--- src/design/dbus_pkg.sv ---
// Shared constants and carrier types for the core data bus interface.
// Assumes one clock; memory side qualifies every bus cycle with its enable.
package dbus_pkg;

  // ----------------------------------------------------------------
  // Widths and limits
  // ----------------------------------------------------------------
  localparam int unsigned DATA_W     = 32;
  localparam int unsigned FIFO_DEPTH = 4;
  localparam int unsigned CNT_W      = 3;
  localparam logic [3:0]  FIFO_LIMIT = 4'h4;
  localparam logic [31:0] WORD_STEP  = 32'h4;
  localparam logic [3:0]  BURST_ONE  = 4'h0;
  localparam logic [31:0] ADDR_RST   = 32'h0;
  localparam logic [31:0] DATA_RST   = 32'h0;

  // ----------------------------------------------------------------
  // Access size and cycle-type codes
  // ----------------------------------------------------------------
  localparam logic [1:0] SIZE_BYTE = 2'h0;
  localparam logic [1:0] SIZE_HALF = 2'h1;
  localparam logic [1:0] SIZE_WORD = 2'h2;
  // {data_request_low, data_sequential}
  localparam logic [1:0] CYC_N = 2'h0;
  localparam logic [1:0] CYC_S = 2'h1;
  localparam logic [1:0] CYC_I = 2'h2;
  localparam logic [1:0] CYC_C = 2'h3;

  // ----------------------------------------------------------------
  // Types
  // ----------------------------------------------------------------
  typedef enum logic [2:0] {
    OP_LOAD,
    OP_STORE,
    OP_SWAP,
    OP_CP_MEM,
    OP_CP_REG
  } op_t;

  typedef enum logic [1:0] {
    SEQ_IDLE,
    SEQ_RUN,
    SEQ_SWAP_WR
  } seq_state_t;

  typedef struct packed {
    op_t         op;
    logic        write;
    logic [1:0]  size;
    logic        priv;
    logic [3:0]  words_m1;
    logic [31:0] addr;
  } cmd_t;

  typedef struct packed {
    logic        req_low;
    logic        seq;
    logic        more;
    logic [3:0]  burst;
    logic [31:0] addr;
    logic [1:0]  size;
    logic        write;
    logic        priv;
  } addr_phase_t;

endpackage : dbus_pkg

--- src/design/dbus_fifo.sv ---
// Small synchronous FIFO with valid/ready on both sides and a fill count.
// Assumes single clock, synchronous active-low reset.
`timescale 1ns/1ps
`default_nettype none
module dbus_fifo #(
  parameter int unsigned WIDTH = 32,
  parameter int unsigned DEPTH = 4
) (
  // Clock and reset
  input  wire logic                         i_clk,
  input  wire logic                         i_rst_n,
  // Fill side
  input  wire logic                         i_in_valid,
  output logic                              o_in_ready,
  input  wire logic [WIDTH-1:0]             i_in_data,
  // Drain side
  output logic                              o_out_valid,
  input  wire logic                         i_out_ready,
  output logic [WIDTH-1:0]                  o_out_data,
  output logic [$clog2(DEPTH+1)-1:0]        o_count
);
  localparam int unsigned PW = (DEPTH > 1) ? $clog2(DEPTH) : 1;
  localparam int unsigned CW = $clog2(DEPTH+1);

  typedef struct packed {
    logic [DEPTH-1:0][WIDTH-1:0] mem;
    logic [PW-1:0]               wp;
    logic [PW-1:0]               rp;
    logic [CW-1:0]               cnt;
  } fifo_st_t;

  fifo_st_t st_q;
  fifo_st_t st_d;
  logic     push;
  logic     pop;

  assign o_in_ready  = st_q.cnt != CW'(DEPTH);
  assign o_out_valid = st_q.cnt != '0;
  assign o_out_data  = st_q.mem[st_q.rp];
  assign o_count     = st_q.cnt;

  always_comb begin
    st_d = st_q;
    push = i_in_valid && o_in_ready;
    pop  = i_out_ready && o_out_valid;
    if (push) begin
      st_d.mem[st_q.wp] = i_in_data;
      st_d.wp = (st_q.wp == PW'(DEPTH-1)) ? '0 : st_q.wp + PW'(1);
    end
    if (pop) begin
      st_d.rp = (st_q.rp == PW'(DEPTH-1)) ? '0 : st_q.rp + PW'(1);
    end
    st_d.cnt = st_q.cnt + CW'(push) - CW'(pop);
  end

  always_ff @(posedge i_clk) begin
    if (!i_rst_n) begin
      st_q <= '0;
    end else begin
      st_q <= st_d;
    end
  end

endmodule : dbus_fifo
`default_nettype wire

--- src/design/dbus_core_if.sv ---
// Data-side bus interface of the core: turns load/store commands into
// pipelined request, address and data cycles, with a read-data FIFO.
// Assumes memory side is synchronous to i_clk and waits by bus enable.
//
// Contract
// - Request and address go out one bus cycle before their data.
// - Back-to-back N cycles allowed; slow memory stretches with the enable.
// - First beat may reuse internal-cycle address; later beats add 4.
// - Only word accesses form bursts; no halfword or byte bursts.
// - Burst is N then S beats sharing width, direction, protection.
// - More-follows only in multiples, only with request, one cycle ahead.
// - Burst length shown with request in the first cycle.
// - Burst length is words minus one; zero means one or unknown.
// - Coprocessor and swap accesses drive burst length zero.
// - Cancel only the cycle after a request; changes only on enabled edges.
// - Abort on previous instruction cancels the next instruction's access.
// - Halfword writes duplicated twice, bytes four times across the bus.
// - Endian select affects only sub-word reads; lanes from size, address.
// - Request-low/sequential: 00 N, 01 S, 10 I, 11 C.
// - Size codes byte 00, half 01, word 10; low address bits ignored.
// - Little-endian low lanes first; big-endian reverses lane choice.
`timescale 1ns/1ps
`default_nettype none
module dbus_core_if (
  // Clock and reset
  input  wire logic                      i_clk,
  input  wire logic                      i_rst_n,
  // Memory side inputs
  input  wire logic                      i_bus_cycle_enable,
  input  wire logic                      i_data_abort_input,
  input  wire logic [31:0]               i_rdata,
  input  wire logic                      i_endian_select,
  // Memory side outputs
  output logic                           o_data_request_low,
  output logic                           o_data_sequential,
  output logic                           o_data_more_follows,
  output logic [3:0]                     o_data_burst_length,
  output logic [31:0]                    o_data_address_bus,
  output logic [1:0]                     o_data_access_size,
  output logic                           o_data_write,
  output logic                           o_data_priv,
  output logic                           o_data_access_cancel,
  output logic [31:0]                    o_wdata,
  // Command side
  input  wire logic                      i_cmd_valid,
  input  wire dbus_pkg::cmd_t            i_cmd,
  output logic                           o_cmd_ready,
  // Write data side
  input  wire logic                      i_wr_valid,
  input  wire logic [31:0]               i_wr_data,
  output logic                           o_wr_ready,
  // Read data side
  output logic                           o_rd_valid,
  output logic [31:0]                    o_rd_data,
  input  wire logic                      i_rd_ready,
  // Status
  output logic                           o_abort
);

  // ----------------------------------------------------------------
  // State
  // ----------------------------------------------------------------
  typedef struct packed {
    dbus_pkg::seq_state_t  sst;
    dbus_pkg::cmd_t        cmd;
    logic                  first;
    logic [3:0]            remain;
    logic [31:0]           next_addr;
    logic                  id;
    dbus_pkg::addr_phase_t ap;
    dbus_pkg::op_t         ap_op;
    logic [31:0]           ap_wdata;
    logic                  ap_id;
    logic                  dp_mem;
    logic                  dp_rd;
    logic                  dp_wr;
    logic [1:0]            dp_size;
    logic [1:0]            dp_a10;
    logic [31:0]           dp_wdata;
    logic                  dp_id;
    logic                  cancel;
    logic                  abort;
  } st_t;

  st_t                          st_q;
  st_t                          st_d;
  logic                         abort_now;
  logic                         push;
  logic                         wr_beat;
  logic                         go;
  logic                         cp;
  logic                         more;
  logic                         room;
  logic                         room2;
  logic                         ap_act;
  logic [3:0]                   need;
  logic [31:0]                  rd_lane;
  logic                         fifo_in_ready;
  logic [dbus_pkg::CNT_W-1:0]   fifo_count;

  // ----------------------------------------------------------------
  // Lane helpers
  // ----------------------------------------------------------------
  function automatic logic [31:0] replicate(input logic [1:0] size, input logic [31:0] w);
    case (size)
      dbus_pkg::SIZE_HALF: replicate = {2{w[15:0]}};
      dbus_pkg::SIZE_BYTE: replicate = {4{w[7:0]}};
      default:             replicate = w;
    endcase
  endfunction : replicate

  // Word returned whole; only the addressed lanes are kept
  function automatic logic [31:0] extract(input logic [1:0] size, input logic [1:0] a10,
                                          input logic big, input logic [31:0] w);
    logic [1:0] idx;
    idx = big ? ~a10 : a10;
    case (size)
      dbus_pkg::SIZE_HALF: extract = {16'h0, (a10[1] ^ big) ? w[31:16] : w[15:0]};
      dbus_pkg::SIZE_BYTE: extract = {24'h0, w[8*idx +: 8]};
      default:             extract = w;
    endcase
  endfunction : extract

  // ----------------------------------------------------------------
  // Read data FIFO
  // ----------------------------------------------------------------
  assign rd_lane = extract(st_q.dp_size, st_q.dp_a10, i_endian_select, i_rdata);

  dbus_fifo #(
    .WIDTH (dbus_pkg::DATA_W),
    .DEPTH (dbus_pkg::FIFO_DEPTH)
  ) u_rd_fifo (
    .i_clk       (i_clk),
    .i_rst_n     (i_rst_n),
    .i_in_valid  (push),
    .o_in_ready  (fifo_in_ready),
    .i_in_data   (rd_lane),
    .o_out_valid (o_rd_valid),
    .i_out_ready (i_rd_ready),
    .o_out_data  (o_rd_data),
    .o_count     (fifo_count)
  );

  // ----------------------------------------------------------------
  // Next state
  // ----------------------------------------------------------------
  always_comb begin
    st_d      = st_q;
    st_d.abort = 1'b0;
    abort_now = st_q.dp_mem && !st_q.cancel && i_data_abort_input;
    // Data phase ends only on an enabled edge
    push      = i_bus_cycle_enable && st_q.dp_rd && !st_q.cancel;
    wr_beat   = (st_q.sst == dbus_pkg::SEQ_SWAP_WR) ||
                (st_q.sst == dbus_pkg::SEQ_RUN && st_q.cmd.write);
    // Reads reserve a FIFO slot before they go out, so drain stalls issue
    need      = 4'(fifo_count) + 4'(st_q.dp_rd) + 4'h1 +
                4'(!st_q.ap.write && (!st_q.ap.req_low || st_q.ap.seq));
    room      = need <= dbus_pkg::FIFO_LIMIT;
    room2     = (need + 4'h1) <= dbus_pkg::FIFO_LIMIT;
    go        = (st_q.sst != dbus_pkg::SEQ_IDLE) && !abort_now &&
                (wr_beat ? i_wr_valid : (room && fifo_in_ready));
    cp        = st_q.cmd.op == dbus_pkg::OP_CP_REG;
    // A later beat is promised only when its slot is already guaranteed
    more      = !cp && (st_q.remain != 4'h0) && (wr_beat || room2);
    ap_act    = !st_q.ap.req_low || st_q.ap.seq;
    o_cmd_ready = (st_q.sst == dbus_pkg::SEQ_IDLE) && !(i_bus_cycle_enable && abort_now);
    o_wr_ready  = i_bus_cycle_enable && go && wr_beat;

    if (i_cmd_valid && o_cmd_ready) begin
      st_d.cmd       = i_cmd;
      st_d.sst       = dbus_pkg::SEQ_RUN;
      st_d.first     = 1'b1;
      st_d.next_addr = i_cmd.addr;
      st_d.id        = !st_q.id;
      st_d.remain    = 4'h0;
      if ((i_cmd.op == dbus_pkg::OP_LOAD) || (i_cmd.op == dbus_pkg::OP_STORE) ||
          (i_cmd.op == dbus_pkg::OP_CP_MEM)) begin
        st_d.remain = i_cmd.words_m1;
      end
      if (i_cmd.words_m1 != 4'h0 && i_cmd.op != dbus_pkg::OP_SWAP &&
          i_cmd.op != dbus_pkg::OP_CP_REG) begin
        st_d.cmd.size = dbus_pkg::SIZE_WORD;
      end
    end

    if (i_bus_cycle_enable) begin
      st_d.abort    = abort_now;
      // Address phase moves to data phase one bus cycle later
      st_d.dp_mem   = !st_q.ap.req_low;
      st_d.dp_rd    = ap_act && !st_q.ap.write;
      st_d.dp_wr    = ap_act && st_q.ap.write;
      st_d.dp_size  = st_q.ap.size;
      st_d.dp_a10   = st_q.ap.addr[1:0];
      st_d.dp_wdata = st_q.ap_wdata;
      st_d.dp_id    = st_q.ap_id;
      // Kill the next instruction's request after an abort
      st_d.cancel   = abort_now && !st_q.ap.req_low && (st_q.ap_id != st_q.dp_id);
      // Idle default: internal cycle, address parked on the next beat
      st_d.ap.req_low = 1'b1;
      st_d.ap.seq     = 1'b0;
      st_d.ap.more    = 1'b0;
      st_d.ap.burst   = dbus_pkg::BURST_ONE;
      st_d.ap.addr    = st_q.next_addr;
      if (abort_now) begin
        st_d.sst = dbus_pkg::SEQ_IDLE;
      end else if (go) begin
        // N cycles may follow each other directly
        st_d.ap.req_low = cp;
        st_d.ap.seq     = cp || !st_q.first;
        st_d.ap.more    = more;
        st_d.ap.size    = st_q.cmd.size;
        st_d.ap.write   = wr_beat;
        st_d.ap.priv    = st_q.cmd.priv;
        st_d.ap.burst   = dbus_pkg::BURST_ONE;
        if (st_q.first && (st_q.cmd.op == dbus_pkg::OP_LOAD ||
                           st_q.cmd.op == dbus_pkg::OP_STORE)) begin
          st_d.ap.burst = st_q.remain;
        end
        st_d.ap_op    = st_q.cmd.op;
        st_d.ap_id    = st_q.id;
        st_d.ap_wdata = wr_beat ? replicate(st_q.cmd.size, i_wr_data) : dbus_pkg::DATA_RST;
        st_d.first    = !more;
        if (st_q.remain != 4'h0) begin
          st_d.remain    = st_q.remain - 4'h1;
          st_d.next_addr = st_q.next_addr + dbus_pkg::WORD_STEP;
        end else if (st_q.cmd.op == dbus_pkg::OP_SWAP && st_q.sst == dbus_pkg::SEQ_RUN) begin
          st_d.sst   = dbus_pkg::SEQ_SWAP_WR;
          st_d.first = 1'b1;
        end else begin
          st_d.sst = dbus_pkg::SEQ_IDLE;
        end
      end else if (st_q.sst != dbus_pkg::SEQ_IDLE) begin
        // After a stall the rest restarts as a fresh burst
        st_d.first = 1'b1;
      end
    end
  end

  always_ff @(posedge i_clk) begin
    if (!i_rst_n) begin
      st_q              <= '0;
      st_q.sst          <= dbus_pkg::SEQ_IDLE;
      st_q.ap.req_low   <= 1'b1;
      st_q.ap.size      <= dbus_pkg::SIZE_WORD;
      st_q.ap.addr      <= dbus_pkg::ADDR_RST;
      st_q.first        <= 1'b1;
    end else begin
      st_q <= st_d;
    end
  end

  // ----------------------------------------------------------------
  // Outputs
  // ----------------------------------------------------------------
  assign o_data_request_low   = st_q.ap.req_low;
  assign o_data_sequential    = st_q.ap.seq;
  assign o_data_more_follows  = st_q.ap.more;
  assign o_data_burst_length  = st_q.ap.burst;
  assign o_data_address_bus   = st_q.ap.addr;
  assign o_data_access_size   = st_q.ap.size;
  assign o_data_write         = st_q.ap.write;
  assign o_data_priv          = st_q.ap.priv;
  assign o_data_access_cancel = st_q.cancel;
  assign o_wdata              = st_q.dp_wdata;
  assign o_abort              = st_q.abort;
endmodule : dbus_core_if
`default_nettype wire

--- config.mk ---
export PLATFORM = sky130hd
export DESIGN_NAME = dbus_core_if
export DESIGN_NICKNAME = d
export VERILOG_FILES = /design/src/design/dbus_pkg.sv /design/src/design/dbus_fifo.sv /design/src/design/dbus_core_if.sv
export SDC_FILE = /design/constraint.sdc
export NUM_CORES = 1
export LEC_CHECK = 0
export BUFFER_PORTS_ARGS = -buffer_cell sky130_fd_sc_hd__buf_2
export CORE_UTILIZATION = 61
export CTS_CLUSTER_DIAMETER = 80
export DETAILED_ROUTE_END_ITERATION = 16
export GPL_ROUTABILITY_DRIVEN = 0
export GPL_TIMING_DRIVEN = 1
export PLACE_DENSITY_LB_ADDON = 0.1
export SYNTH_ARGS = -nofsm -noshare
export SYNTH_HDL_FRONTEND = slang
export SYNTH_SLANG_ARGS = --single-unit
--- constraint.sdc ---
create_clock -name i_clk -period 7.9 [get_ports i_clk]
set_input_delay 0.395 -clock i_clk [delete_from_list [all_inputs] [get_ports i_clk]]
set_output_delay 0.395 -clock i_clk [all_outputs]
set_load 0.01 [all_outputs]
==> out/summary.txt <==
Status - finished clean
Clock Power Share - 43.7%
Crit path capture type - flip-flop
Yosys reg bits - 299
Site row count - 54
Worst setup path start - st_q[40]
Sequential area share after synthesis - 44.1%
Die Wd - 151 um
Synthesized Nets - 1668
Logic pwr share - 13.3%
CTS Root Cell - clkbuf_16
Tot Pwr - 3.73 mW
Worst hold-check path type - primary input to flip-flop
Switch Pwr - 970 uW
Global-route wire length before repair - 54000 um
CP max FO - 14
Syn avg cell area - 8.82 sq um
Avg WL per Cell - 17.8 um
Clock Sinks - 299
Overflow after GRT - 0
Initial antenna violation count - 2
FFs w/ async S/R, synth - 0%
First-pass detailed-route iteration total - 5
Largest cells by area after synthesis - dfxtp_1 44%, mux2i_1 5.9%, nand2_1 5.9%
Hold buffer count at CTS - 0
Post-route ant nets - 0
Switching Fraction - 26.0%
Cell variety after synth - 56
Seq pwr share - 43.0%
Leak Pwr - 6.00 nW
Post-cts sizing count - 0
Fin nets - 1754
CTS H-tree lvls - 2
Die extent in y - 151 um
Final Max Tran Viols - 0
Core box area - 21800 sq um
Max cap viols - 0
Vias - 11300
Die ar. - 22800 sq um
Worst reg2reg path startpoint - st_q[40]
Hold_sp - i_cmd[29]
N_diodes - 0
Synth top area share - 44.1%
Most common cell after layout, fill and taps aside - dfxtp_1
Final Hold Fails - 0
Most frequent CP cell - inv_1
Ys flop type - dfxtp_1
Post-Route Skew - 0.0161 ns
Most frequent cells in the layout - 297 x dfxtp_1, 225 x buf_2, 212 x nand2_1, 163 x nor2_1, 144 x a21oi_1
Starting Density - 62.2%
I/O Buffers - 226
Dominant cell type by area after synthesis - dfxtp_1
Total GRT Usage - 29.7%
Slowest stage cell on the critical path - nor2_1
# setup viols final - 0
Cell Chain, Critical Path - inv_1, ha_1, inv_1, ha_1, inv_1, fa_1, nand2b_1, a211o_1, o31a_1, nor2_1, a21oi_1, o21ai_0
Worst-Margin Slew - 1.18 ns
Worst Path Arrival - 4.04 ns
Critical Path Source Type - flip-flop
Final core utilization - 70.3%
Hold WS - 0.102 ns
Vias in the first global route - 10600
Slowest cell delay on critical path - 0.93 ns
EDFF count, synth - 0
Pint - 2.76 mW
Fmax - 0.277 GHz
Clock tree buffer depth - 3
Min Tclk post-route - 3.61 ns
Netlist area before placement - 13600 sq um
Filler Cell Count - 1782
Post-CTS Setup Bufs - 0
PD cells - 243 nW/um^2
Post-DP HPWL - 21700 um
Layout area overhead - 13.1%
Share of layout cells above drive strength 1 - 22.3%
Yosys warnings - 0
Setup_tns - 0 ns
Largest net degree at the start of global routing - 164
Unrepaired setup endpoints after global routing - false
Synth Instances - 1539
Fin crit share - 45.7%
Crit Path Class - flip-flop to flip-flop
# DRC - 0
Worst vdd ir - 162 uV
Num ports - 227
Detailed-route vias per instance - 5.88
CTS tree - done
CTS buffer count - 34
CP Data Required Time - 8.33 ns
Post-Route WL - 34300 um
1st-iter DRT viols - 898
Reg clk slew, reported paths - 0.06 ns
Clock Latency Late Sink - 0.51 ns
Slew Limit Headroom - 21.0%
[worst max-delay path: cells and delay by family, from the launching register on]
kind	cells	cell delay [ns]
AO/OA/AOI/OAI	4	1.05
AND/OR/NAND/NOR	2	1.00
adder cells (fa/ha/maj)	3	0.95
flip-flops	1	0.33
buffers and inverters	3	0.20
[area by class of cell]
| class | instances | area, sq um | share of cell area (%) |
|---|---|---|---|
| Sequential cell | 299 | 5990 | 39.0 |
| Clock inverter | 13 | 174 | 1.13 |
| Inverter | 26 | 105 | 0.685 |
| Timing Repair Buffer | 235 | 1200 | 7.83 |
| Clock buffer | 46 | 990 | 6.45 |
| Multi-Input combinational cell | 1029 | 6540 | 42.6 |
| Tap cell | 280 | 350 | 2.28 |
[kinds of logic (layout without fill, tap and decap cells)]
family / after synthesis / in the layout / share of synthesized area, %
simple gates: 547 / 547 / 17.6
mux: 136 / 136 / 13.2
buf+inv: 211 / 320 / 7.85
fa+ha+maj: 14 / 14 / 1.40
xor+xnor: 8 / 8 / 0.516
compound gates: 324 / 324 / 15.3
flops: 299 / 299 / 44.1
[state kept, by name (all words and copies together), names as in the netlist, 2 cells and up]
signal / flops
u_rd_fifo.o_count: 3
o_wdata: 32
o_data_burst_length: 4
st_q: 87
u_rd_fifo.st_q: 132
o_data_address_bus: 32
o_data_access_size: 2
[worst paths after layout]
kind,cells after the start,to,slack (ns)
setup / recovery,12,st_q[151],4.29
hold / removal,3,st_q[151],0.10
setup reg to reg,12,st_q[151],4.29
hold reg to reg,2,u_rd_fifo.st_q[45],0.45
[layer usage]
layer | global-route usage, % | vias up | routed length [um]
met5 | 0 | - | 11
met4 | 9.20 | 2 | 725
met3 | 5.90 | 63 | 2660
met2 | 48.9 | 426 | 16400
met1 | 39.1 | 5330 | 14500
li1 | - | 5525 | -
[metrics by stage]
| stage | cell area, sq um | setup WS, ns | cells |
|---|---|---|---|
| after floorplan | 13600 | 5.03 | 1539 |
| after global placement | 14200 | 4.46 | 1869 |
| after detailed placement | 14200 | 4.39 | 1869 |
| after CTS | 15300 | 4.36 | 1928 |
| after global routing | 15300 | 4.02 | 1928 |
| final | 15300 | 4.29 | 1928 |
[power by group through the flow]
| stage | Sequential, mW | Combinational, mW | Clock, mW |
|---|---|---|---|
| finish | 1.60 | 0.496 | 1.63 |
| global route | 1.61 | 0.547 | 1.70 |
| CTS | 1.60 | 0.497 | 1.64 |
| detailed placement | 1.63 | 0.493 | 0 |
| global placement | 1.63 | 0.484 | 0 |
| floorplan | 1.61 | 0.373 | 0 |
[Yosys cell counts (10+ instances only)]
master,instances
mux2i_1,80
dfxtp_1,299
mux4_2,32
buf_1,11
a211oi_1,35
buf_4,70
or3_1,11
a21oi_1,144
a22oi_1,41
mux2_2,24
nand2_1,212
o22a_1,16
ha_1,12
nor3_1,20
clkbuf_1,96
and3_1,10
nand3_1,84
inv_1,26
o21ai_0,33
a221o_1,13
nor2_1,164
Note: power is estimated with default switching activity, not from simulation.
